`src/rtl/qtu_pkg.sv`:
```
// Purpose: Constants for the quad 8-bit timer unit
// Assumes: Register indices are word indices; byte address is index times four
// Notes:   Reserved bits of every register read as zero
package qtu_pkg;

  localparam int unsigned NUM_TIMERS = 4;
  localparam int unsigned CNT_W      = 8;
  localparam int unsigned NIB_W      = 4;
  localparam int unsigned IDX_W      = 8;
  localparam int unsigned ADR_W      = 10;
  localparam int unsigned DAT_W      = 32;

  // Word indices, timer 3 first in each packed list
  localparam logic [3:0][7:0] IDX_DATA_LO = {8'h78, 8'h76, 8'h6a, 8'h68};
  localparam logic [3:0][7:0] IDX_DATA_HI = {8'h79, 8'h77, 8'h6b, 8'h69};
  localparam logic [3:0][7:0] IDX_CNT_LO  = {8'h7c, 8'h7a, 8'h6e, 8'h6c};
  localparam logic [3:0][7:0] IDX_CNT_HI  = {8'h7d, 8'h7b, 8'h6f, 8'h6d};
  localparam logic [3:0][7:0] IDX_CTL0    = {8'h80, 8'h7e, 8'h72, 8'h70};
  localparam logic [3:0][7:0] IDX_CTL1    = {8'h81, 8'h7f, 8'h73, 8'h71};
  localparam logic [3:0][7:0] IDX_STAT    = {8'h83, 8'h82, 8'h75, 8'h74};

  // Writable bits of the mode and clock control registers
  localparam logic [3:0][3:0] CTL0_MASK = {4'h1, 4'h5, 4'h3, 4'h7};
  localparam logic [3:0]      CTL1_MASK = 4'h3;

  localparam int unsigned CTL0_FMEAS_BIT = 2;
  localparam int unsigned CTL0_ECAP_BIT  = 1;
  localparam int unsigned CTL0_RUN_BIT   = 0;
  localparam int unsigned STAT_CAP_BIT   = 1;
  localparam int unsigned STAT_OVF_BIT   = 0;

  localparam logic [1:0] CLK_SLOW = 2'h0;
  localparam logic [1:0] CLK_FAST = 2'h1;
  localparam logic [1:0] CLK_EXT  = 2'h2;
  localparam logic [1:0] CLK_CASC = 2'h3;

  localparam logic [7:0] CNT_ALL_ONES = 8'hff;
  localparam logic [7:0] CNT_ZERO     = 8'h00;

endpackage : qtu_pkg

```
`src/rtl/qtu_timer.sv`:
```
// Purpose: Four 8-bit timers with 16-bit cascade, on a classic Wishbone slave
// Assumes: Clock sources are slow versus clk and are sampled by synchronisers
// Notes:   Every access is acknowledged one cycle after it is taken
//
// Implementation choice: the Wishbone slave port.
`timescale 1ns/1ps

// Overview of operation
// [RULE1] Four independent 8-bit timers; pairs 0+1 and 2+3 cascade to 16 bits.
// [RULE2] In cascade, timer 0 overflow clocks timer 1, timer 2 overflow clocks timer 3.
// [RULE3] Timers 0 and 1 offer reload and capture, timers 0 and 2 frequency; timers 2 and 3 no capture.
// [RULE4] Count clock is slow base clock, fast clock or external pin.
// [RULE5] In auto-reload mode the data register holds the reload value.
// [RULE6] In capture mode the data register holds the captured count.
// [RULE7] Writing a data register copies the present counter into it.
// [RULE8] Writing a counter register writes the data register too, never the reverse.
// [RULE9] Counter is 8-bit binary, read as low and high nibbles.
// [RULE10] Reset clears all data, counter and control bits.
// [RULE11] Timer 0 mode code: 000,001 reload, 010,011 capture, 100 frequency.
// [RULE12] Timer 0 clock code: 00 slow, 01 fast, 10 external, 11 unused.
// [RULE13] Software waits 10 ms or 300 us after fast oscillator start.
// [RULE14] Software programs timer 1 controls to run the 0+1 cascade.
// [RULE15] Each timer has a read-only overflow bit toggling per overflow.
// [RULE16] Capture sets a flag blocking more captures; status read clears it.
// [RULE17] Timer 1 clock code 11 selects timer 0 overflow.
// [RULE18] Timer 1 mode code: 00 stop or cascade, 01 reload, 10,11 capture.
// [RULE19] Running counter past all-ones overflows and reloads in the same edge.
// [RULE20] Asynchronous clock sources are synchronised before driving counters.
module qtu_timer (
  input  wire logic                      clk,
  input  wire logic                      nrst,
  input  wire logic                      wb_cyc_i,
  input  wire logic                      wb_stb_i,
  input  wire logic                      wb_we_i,
  input  wire logic [qtu_pkg::ADR_W-1:0] wb_adr_i,
  input  wire logic [3:0]                wb_sel_i,
  input  wire logic [qtu_pkg::DAT_W-1:0] wb_dat_i,
  output logic      [qtu_pkg::DAT_W-1:0] wb_dat_o,
  output logic                           wb_ack_o,
  input  wire logic                      slowBaseClock,
  input  wire logic                      fastClock,
  input  wire logic                      extCountPinA,
  input  wire logic                      extCountPinB,
  input  wire logic [1:0]                capturePin,
  output logic      [3:0]                overflowToggleFlag
);

  typedef struct packed {
    logic [3:0][7:0] cnt;
    logic [3:0][7:0] dat;
    logic [3:0][3:0] ctl0;
    logic [3:0][3:0] ctl1;
    logic [3:0]      ovf;
    logic [1:0]      cap;
    logic [2:0]      slowSync;
    logic [2:0]      fastSync;
    logic [2:0]      extASync;
    logic [2:0]      extBSync;
    logic [1:0][2:0] capSync;
    logic            ack;
    logic [31:0]     rdat;
  } qtu_state_t;

  qtu_state_t      state_q;
  qtu_state_t      state_d;
  logic [3:0]      tick;
  logic [3:0]      ovfEv;
  logic [1:0]      capEv;
  logic [3:0]      active;
  logic [3:0]      capMode;
  logic [3:0]      runBit;
  logic [3:0]      srcEdge;
  logic            take;
  logic            wr;
  logic            rd;
  logic [7:0]      idx;
  logic [3:0]      wd;
  logic            casc01;
  logic            casc23;
  logic [1:0]      capEdge;

  always_comb begin
    state_d = state_q;
    take    = wb_cyc_i && wb_stb_i && !state_q.ack;
    wr      = take && wb_we_i && wb_sel_i[0];
    rd      = take && !wb_we_i;
    idx     = wb_adr_i[qtu_pkg::ADR_W-1:2];
    wd      = wb_dat_i[3:0];
    // Stage one only feeds stage two; edges use stages two and three
    state_d.slowSync = {state_q.slowSync[1:0], slowBaseClock};  // [RULE20]
    state_d.fastSync = {state_q.fastSync[1:0], fastClock};      // [RULE20]
    state_d.extASync = {state_q.extASync[1:0], extCountPinA};   // [RULE20]
    state_d.extBSync = {state_q.extBSync[1:0], extCountPinB};   // [RULE20]
    for (int c = 0; c < 2; c++) begin
      state_d.capSync[c] = {state_q.capSync[c][1:0], capturePin[c]};
      capEdge[c] = state_q.capSync[c][2] ^ state_q.capSync[c][1];
    end
    casc01 = state_q.ctl1[1][1:0] == qtu_pkg::CLK_CASC;         // [RULE14] [RULE17]
    casc23 = state_q.ctl1[3][1:0] == qtu_pkg::CLK_CASC;
    tick    = '0;
    ovfEv   = '0;
    capEv   = '0;
    active  = '0;
    capMode = '0;
    runBit  = '0;
    srcEdge = '0;
    for (int k = 0; k < 4; k++) begin
      logic [3:0] c0;
      c0 = state_q.ctl0[k];
      // A cascaded low timer is governed by its partner's mode bits
      if (k == 0 && casc01) begin
        c0 = state_q.ctl0[1];
      end else if (k == 2 && casc23) begin
        c0 = state_q.ctl0[3];
      end
      runBit[k]  = c0[qtu_pkg::CTL0_RUN_BIT];
      // Unused codes with the frequency bit set leave the timer stopped
      capMode[k] = !c0[qtu_pkg::CTL0_FMEAS_BIT] && c0[qtu_pkg::CTL0_ECAP_BIT] && (k < 2);  // [RULE3]
      active[k]  = c0[qtu_pkg::CTL0_FMEAS_BIT] ? (c0[1:0] == 2'h0) : runBit[k];          // [RULE11] [RULE18]
      unique case (state_q.ctl1[k][1:0])                                                  // [RULE4] [RULE12]
        qtu_pkg::CLK_SLOW: srcEdge[k] = state_q.slowSync[1] && !state_q.slowSync[2];
        qtu_pkg::CLK_FAST: srcEdge[k] = state_q.fastSync[1] && !state_q.fastSync[2];
        qtu_pkg::CLK_EXT:  srcEdge[k] = (k % 2 == 0) ? (state_q.extASync[1] && !state_q.extASync[2])
                                                     : (state_q.extBSync[1] && !state_q.extBSync[2]);
        qtu_pkg::CLK_CASC: srcEdge[k] = (k == 1) ? ovfEv[0] : ((k == 3) ? ovfEv[2] : 1'b0); // [RULE2]
      endcase
      // The high half of a cascade follows the low half's run state
      if ((k == 1 && casc01) || (k == 3 && casc23)) begin
        tick[k] = srcEdge[k];                                                              // [RULE1]
      end else begin
        tick[k] = active[k] && srcEdge[k];
      end
      ovfEv[k] = tick[k] && (state_q.cnt[k] == qtu_pkg::CNT_ALL_ONES);
      if (tick[k]) begin
        if (ovfEv[k]) begin
          // Capture mode wraps; the data register holds a captured value there
          state_d.cnt[k] = capMode[k] ? qtu_pkg::CNT_ZERO : state_q.dat[k];               // [RULE5] [RULE19]
          state_d.ovf[k] = !state_q.ovf[k];                                                // [RULE15]
        end else begin
          state_d.cnt[k] = 8'(state_q.cnt[k] + 8'h01);                                     // [RULE9]
        end
      end
    end
    // Status read clears first so a simultaneous capture still sets the flag
    for (int k = 0; k < 2; k++) begin
      if (rd && idx == qtu_pkg::IDX_STAT[k]) begin
        state_d.cap[k] = 1'b0;                                                             // [RULE16]
      end
    end
    capEv[0] = capMode[0] && runBit[0] && capEdge[0] && !state_q.cap[0];
    capEv[1] = casc01 ? capEv[0] : (capMode[1] && runBit[1] && capEdge[1] && !state_q.cap[1]);
    for (int k = 0; k < 2; k++) begin
      if (capEv[k]) begin
        state_d.dat[k] = state_q.cnt[k];                                                   // [RULE6]
        state_d.cap[k] = 1'b1;                                                             // [RULE16]
      end
    end
    // Software writes win over counting in the same cycle
    for (int k = 0; k < 4; k++) begin
      if (wr && (idx == qtu_pkg::IDX_DATA_LO[k] || idx == qtu_pkg::IDX_DATA_HI[k])) begin
        state_d.dat[k] = state_q.cnt[k];                                                   // [RULE7]
      end
      if (wr && idx == qtu_pkg::IDX_CNT_LO[k]) begin
        state_d.cnt[k][3:0] = wd;                                                          // [RULE8]
        state_d.dat[k][3:0] = wd;
      end
      if (wr && idx == qtu_pkg::IDX_CNT_HI[k]) begin
        state_d.cnt[k][7:4] = wd;                                                          // [RULE8]
        state_d.dat[k][7:4] = wd;
      end
      if (wr && idx == qtu_pkg::IDX_CTL0[k]) begin
        state_d.ctl0[k] = wd & qtu_pkg::CTL0_MASK[k];
      end
      if (wr && idx == qtu_pkg::IDX_CTL1[k]) begin
        state_d.ctl1[k] = wd & qtu_pkg::CTL1_MASK;
      end
    end
    state_d.ack  = take;
    state_d.rdat = '0;
    if (rd) begin
      for (int k = 0; k < 4; k++) begin
        if (idx == qtu_pkg::IDX_DATA_LO[k]) state_d.rdat[3:0] = state_q.dat[k][3:0];
        if (idx == qtu_pkg::IDX_DATA_HI[k]) state_d.rdat[3:0] = state_q.dat[k][7:4];
        if (idx == qtu_pkg::IDX_CNT_LO[k])  state_d.rdat[3:0] = state_q.cnt[k][3:0];     // [RULE9]
        if (idx == qtu_pkg::IDX_CNT_HI[k])  state_d.rdat[3:0] = state_q.cnt[k][7:4];     // [RULE9]
        if (idx == qtu_pkg::IDX_CTL0[k])    state_d.rdat[3:0] = state_q.ctl0[k];
        if (idx == qtu_pkg::IDX_CTL1[k])    state_d.rdat[3:0] = state_q.ctl1[k];
        if (idx == qtu_pkg::IDX_STAT[k]) begin
          state_d.rdat[qtu_pkg::STAT_OVF_BIT] = state_q.ovf[k];
          state_d.rdat[qtu_pkg::STAT_CAP_BIT] = (k < 2) ? state_q.cap[k % 2] : 1'b0;
        end
      end
    end
  end

  always_ff @(posedge clk) begin
    if (!nrst) begin
      state_q <= '0;                                                                       // [RULE10]
    end else begin
      state_q <= state_d;
    end
  end

  assign wb_ack_o           = state_q.ack;
  assign wb_dat_o           = state_q.rdat;
  assign overflowToggleFlag = state_q.ovf;

  logic wrCnt0Lo;
  logic wrData0;
  logic wr2Any;
  assign wrCnt0Lo = wr && idx == qtu_pkg::IDX_CNT_LO[0];
  assign wrData0  = wr && (idx == qtu_pkg::IDX_DATA_LO[0] || idx == qtu_pkg::IDX_DATA_HI[0]);
  assign wr2Any   = wr && (idx == qtu_pkg::IDX_CNT_LO[2] || idx == qtu_pkg::IDX_CNT_HI[2]
                           || idx == qtu_pkg::IDX_DATA_LO[2] || idx == qtu_pkg::IDX_DATA_HI[2]);
endmodule : qtu_timer

```
`config.mk`:
```
export PLATFORM = sky130hd
export DESIGN_NAME = qtu_timer
export DESIGN_NICKNAME = d
export VERILOG_FILES = /design/src/rtl/qtu_pkg.sv /design/src/rtl/qtu_timer.sv
export SDC_FILE = /design/constraint.sdc
export NUM_CORES = 1
export LEC_CHECK = 0
export BUFFER_PORTS_ARGS = -buffer_cell sky130_fd_sc_hd__buf_2
export CORE_ASPECT_RATIO = 1.1
export CORE_MARGIN = 2
export CORE_UTILIZATION = 60
export DETAILED_ROUTE_END_ITERATION = 6
export PLACE_DENSITY = 0.82
export SETUP_SLACK_MARGIN = 0.5
export SKIP_LAST_GASP = 1
export SYNTH_ARGS = -nofsm -noshare
export SYNTH_HDL_FRONTEND = slang
export SYNTH_SLANG_ARGS = --single-unit
```
`constraint.sdc`:
```
create_clock -name clk -period 3.06 [get_ports clk]
set_input_delay 0 -clock clk [delete_from_list [all_inputs] [get_ports clk]]
set_output_delay 0 -clock clk [all_outputs]
set_load 0.005 [all_outputs]
```
## Yosys cells after proc, flatten, opt, wreduce, memory -nomap -nowiden

Cells that the tools add are included.

| operators by class | value |
|---|---|
| $add $sub $neg | 4 |
| reductions and logical operators | 93 |
| div/mod/pow operators | 0 |
| magnitude comparators | 0 |
| equal/unequal tests | 44 |
| $mul | 0 |
| bitwise gates (word level) | 4 |
| shift operators | 0 |
| multiplexer cells | 76 |

Operators with widths:

| operator | number |
|---|---|
| == test 8 x 7 -> 1 bit (second input constant) | 24 |
| two-way mux 4 bit | 41 |
| two-way mux 8 bit | 16 |
| == test 8 bit (second input constant) | 8 |
| logical AND 1 bit | 46 |
| adder 8 x 1 -> 8 bit (second input constant) | 4 |
| nonzero test 2 bit | 14 |
| == test 2 bit (second input constant) | 8 |
| one-hot mux 1 bit (4 select lines) | 4 |
| logical NOT 1 bit | 13 |
| logical NOT 2 bit | 6 |
| nonzero test 3 bit | 4 |
| AND reduction 2 bit | 5 |
| two-way mux 1 bit | 9 |
| == test 2 x 1 -> 1 bit (second input constant) | 4 |
| two-way mux 2 bit | 4 |
| two-way mux 3 bit | 2 |
| logical OR 1 bit | 4 |
| OR reduction 3 bit | 1 |
| inverter 1 bit | 2 |
| XOR 1 bit | 2 |

| word-level totals | value |
|---|---|
| logic and storage cells | 261 |
| bits in writable memories | 0 |
| output and inout bits | 37 |
| memories kept | 0 |
| register bits | 137 |
| bits in latches | 0 |
| input port bits | 57 |
| bits in read-only memories | 0 |

## Depth between registers and ports, before layout

| depth | value |
|---|---|
| depth in word-level cells | 30 |
| depth in mapped cells | 9 |
| depth with buffers taken out | 7 |

## Least setup slack after synthesis

No wires, ideal clock.

| path | value |
|---|---|
| path kind | reg-to-reg |
| start point | register state_q[121] in the netlist's numbering |
| end point | register state_q[133] in the netlist's numbering |
| cell stages (with the launch flop) | 8 |
| library setup time | 0.084 ns |
| data required time | 2.976 ns |
| arrival | 1.992 ns |
| buffers on the path | 0 |
| period minus slack after synthesis | 2.076 ns |
| path slack | 0.984 ns |
| path through | dfxtp_1 ha_1 and3_2 and4_2 o2111ai_2 a21o_1 or4_1 o221ai_1 |

| between the ends | value |
|---|---|
| word-level cells in the longest chain between the ends | 9 |
| elaborated cells on any way between the ends | 10 |
| classes of those cells | 1 x eq/ne; 5 x mux; 4 x reduce/logical |

RTL lines:

| item | RTL line | source |
|---|---|---|
| start: declaration | qtu_timer.sv:64 | `qtu_state_t state_q;` |
| start signal: assignment | qtu_timer.sv:200 | `state_q <= state_d;` |
| == test 8 bit (*) | qtu_timer.sv:133 | `ovfEv[k] = tick[k] && (state_q.cnt[k] == qtu_pkg::CNT_ALL_ONES);` |
| logical AND 1 bit (*) | qtu_timer.sv:133 |  |
| one-hot mux 1 bit (4 select lines) (*) | qtu_timer.sv:120 | `unique case (state_q.ctl1[k][1:0])` |
| logical AND 1 bit | qtu_timer.sv:131 | `tick[k] = active[k] && srcEdge[k];` |
| two-way mux 1 bit (*) | qtu_timer.sv:128 | `if ((k == 1 && casc01) \|\| (k == 3 && casc23)) begin` |
| logical AND 1 bit | qtu_timer.sv:133 |  |
| two-way mux 8 bit | qtu_timer.sv:135 | `if (ovfEv[k]) begin` |
| two-way mux 8 bit | qtu_timer.sv:134 | `if (tick[k]) begin` |
| two-way mux 4 bit | qtu_timer.sv:167 | `if (wr && idx == qtu_pkg::IDX_CNT_HI[k]) begin` |

Every way passes the cells marked *; elsewhere a longest branch is shown, timed or not. The select of a mux whose other input is x is not followed.
A chain may end at the register's enable or synchronous reset.

## Worst setup path after layout

| path | value |
|---|---|
| start point | register state_q[122] in the netlist's numbering |
| end point | register state_q[133] in the netlist's numbering |

The elaborated chain is that of the path after synthesis.

==> impl_metrics.json <==
{
  "status": "finished clean",
  "drv_cap": 0,
  "timing.critical_path.to": "state_q[133]",
  "clk_pin_slew_worst_paths_ns": 0.07,
  "critPathMaxFanout": 13,
  "synth_edf_count": 0,
  "max_freq_mhz": 408,
  "cts_buffer_depth": 2,
  "cts_tree": "built",
  "final_util": 0.648,
  "wl_per_cell_um": 19.2,
  "synth_cells": 890,
  "crit_type": "reg -> reg",
  "r2r_start": "state_q[122]",
  "core_mm2": 0.0114,
  "period_share": 0.800,
  "vias_per_cell": 6.60,
  "synth_ff_type": "dfxtp_1",
  "tightestPinTransition_ns": 0.872,
  "start_util": 0.608,
  "clkLatencyLatePin_ns": 0.36,
  "synth_area_leaders": "dfxtp_1, a21oi_1, mux2i_1",
  "synth_top_area_frac": 0.315,
  "hold_class": "in -> reg",
  "r2r_cells": 7,
  "grt_max_degree": 53,
  "arrival_ns": 2.73,
  "grt_overflow": 0,
  "syn2layout_area_growth_pct": 6.52,
  "power.density_mw_per_mm2": 387,
  "cp-end-kind": "register",
  "grt_use_total": 0.330,
  "setup_violations": 0,
  "drt_iter0_markers": 763,
  "final_cell_mix": "dfxtp_1, a21oi_1, nand2_1",
  "finalMaxSlewViolations": 0,
  "period_needed_ns": 2.45,
  "die_x_um": 106,
  "tns_ns": 0,
  "numCtsBuffers": 9,
  "postRouteWirelength_mm": 20.1,
  "synth_top_area_cell": "dfxtp_1",
  "synth-async-reset-ratio": 0,
  "crit_path_start_kind": "register",
  "drive_gt1_frac": 0.121,
  "gp_congestion": 0.998,
  "ys_types": 87,
  "die_area_mm2": 0.0124,
  "startpoint": "state_q[122]",
  "drt-pass1-iter-count": 6,
  "antennaDiodeCount": 0,
  "r2r-end": "state_q[133]",
  "ys_warn_count": 0,
  "root_buffer": "clkbuf_16",
  "worst_clock_skew_ns": 0.0128,
  "antenna_left": 0,
  "ys_ff_latch": 109,
  "p_leak_nw": 2.76,
  "critical_path_required_ns": 3.34,
  "p_total_mw": 2.85,
  "antenna_found_initial": 0,
  "grt_pass1_wl_mm": 32.2,
  "syn_avg_cell_area_um2": 7.79,
  "ir_worst_vdd_uv": 305,
  "synth-seq-area-share": 0.315,
  "r2r_slack_ns": 0.61,
  "via_count": 6913,
  "cts.sinks": 109,
  "port-buffer-count": 32,
  "die_y_um": 117,
  "rows": 41,
  "slew_headroom": 0.402,
  "h-tree-depth": 3,
  "layout_commonest_cell": "dfxtp_1",
  "hpwl_mm": 14.0,
  "final_net_count": 955,
  "syn-cell-area_mm2": 0.00693,
  "drc": 0,
  "io_pins": 94,
  "rsz0062_at_grt": "yes",
  "grt_pass1_vias": 6164,
  "finalHoldViolCount": 0
}
-- how the worst min path moves through the flow --
stage                        from     endpoint  slack (ns)  depth (start not counted)
global placement    slowBaseClock  state_d[49]        0.20                          2
CTS                       wb_we_i  state_q[52]        0.01                          3
detailed placement  capturePin[0]  state_d[34]        0.21                          2
finish                    wb_we_i  state_q[52]        0.03                          3
global route              wb_we_i  state_q[51]        0.07                          3
floorplan           capturePin[0]  state_d[34]        0.13                          1
-- cells by family after synthesis --
family | Yosys count | share of synthesized area
and+or+nand+nor | 337 | 0.253
AOI/OAI and AO/OA | 271 | 0.252
DFF | 109 | 0.315
buffers and inverters | 109 | 0.0872
muxes | 49 | 0.0724
xor gates and xnor gates | 10 | 0.0126
adders and majority gates | 4 | 0.00722
other | 1 | 0.000541
-- per-stage QoR --
stage / cell area [um2] / instances / hold slack [ns] / setup slack [ns]
global route: 7380 / 1048 / 0.0660 / 0.469
CTS: 7330 / 1044 / 0.0145 / 0.524
floorplan: 7030 / 917 / 0.127 / 0.984
global placement: 6970 / 1023 / 0.205 / 0.618
detailed placement: 6970 / 1023 / 0.209 / 0.583
finish: 7380 / 1048 / 0.0261 / 0.611
-- metal layers --
layer	global-route usage	routed length, um	up-vias	share of wire
li1	-	-	3236	-
met1	0.414	8190	3223	0.41
met2	0.531	9290	382	0.46
met3	0.0809	1850	72	0.092
met4	0.167	811	0	0.040
met5	0	0	-	0
-- report_power, final --
part,internal [mW],switching [mW],total (mW)
Combinational,0.0678,0.157,0.225
Sequential,1.43,0.00484,1.43
Clock,0.672,0.525,1.20
-- state kept, by name (all words and copies together) (netlist names) --
signal,cells
state_q,86
wb_dat_o,4
overflowToggleFlag,4
runBit,2
wb_ack_o,1
state_d,12
-- Yosys cell counts, types with 7 or more instances --
master / instances
a211oi_1: 14
a21oi_1: 88
a31oi_1: 17
and2_1: 24
and3_1: 11
buf_2: 10
buf_4: 38
clkbuf_1: 38
dfxtp_1: 109
inv_1: 11
mux2_2: 9
mux2i_1: 40
nand2_1: 85
nand2b_1: 9
nand3_1: 56
nand4_1: 15
nor2_1: 59
nor3_1: 15
o21ai_0: 61
o22ai_1: 7
or2_2: 8
xnor2_1: 8
-- final cells by class --
type                    count  area, um2
inverters                  14       52.6
clock buffers              11        253
well taps                 150        188
clock inverters             4       47.5
flip-flops and latches    109       2180
multi-input cells         699       4250
repair buffers             61        405
fillers                  1008       4010
-- repair_timing --
| action | 4_1_cts | 5_1_grt |
|---|---|---|
| hold buffers | 6 | 0 |
| buffers inserted | 0 | 4 |
| resized for setup | 0 | 3 |
| hold endpoints to repair | 6 | 0 |
| endpoints found under the setup margin | 0 | 18 |
-- critical path, stage by stage, from the launching register on --
cell and delay [ns]:
dfxtp_1 0.44, ha_1 0.25, and3_2 0.23, and4_4 0.35, o2111ai_2 0.23, a21o_1 0.28, or4_1 0.51, o221ai_1 0.08
(Power assumes the default switching activity.)
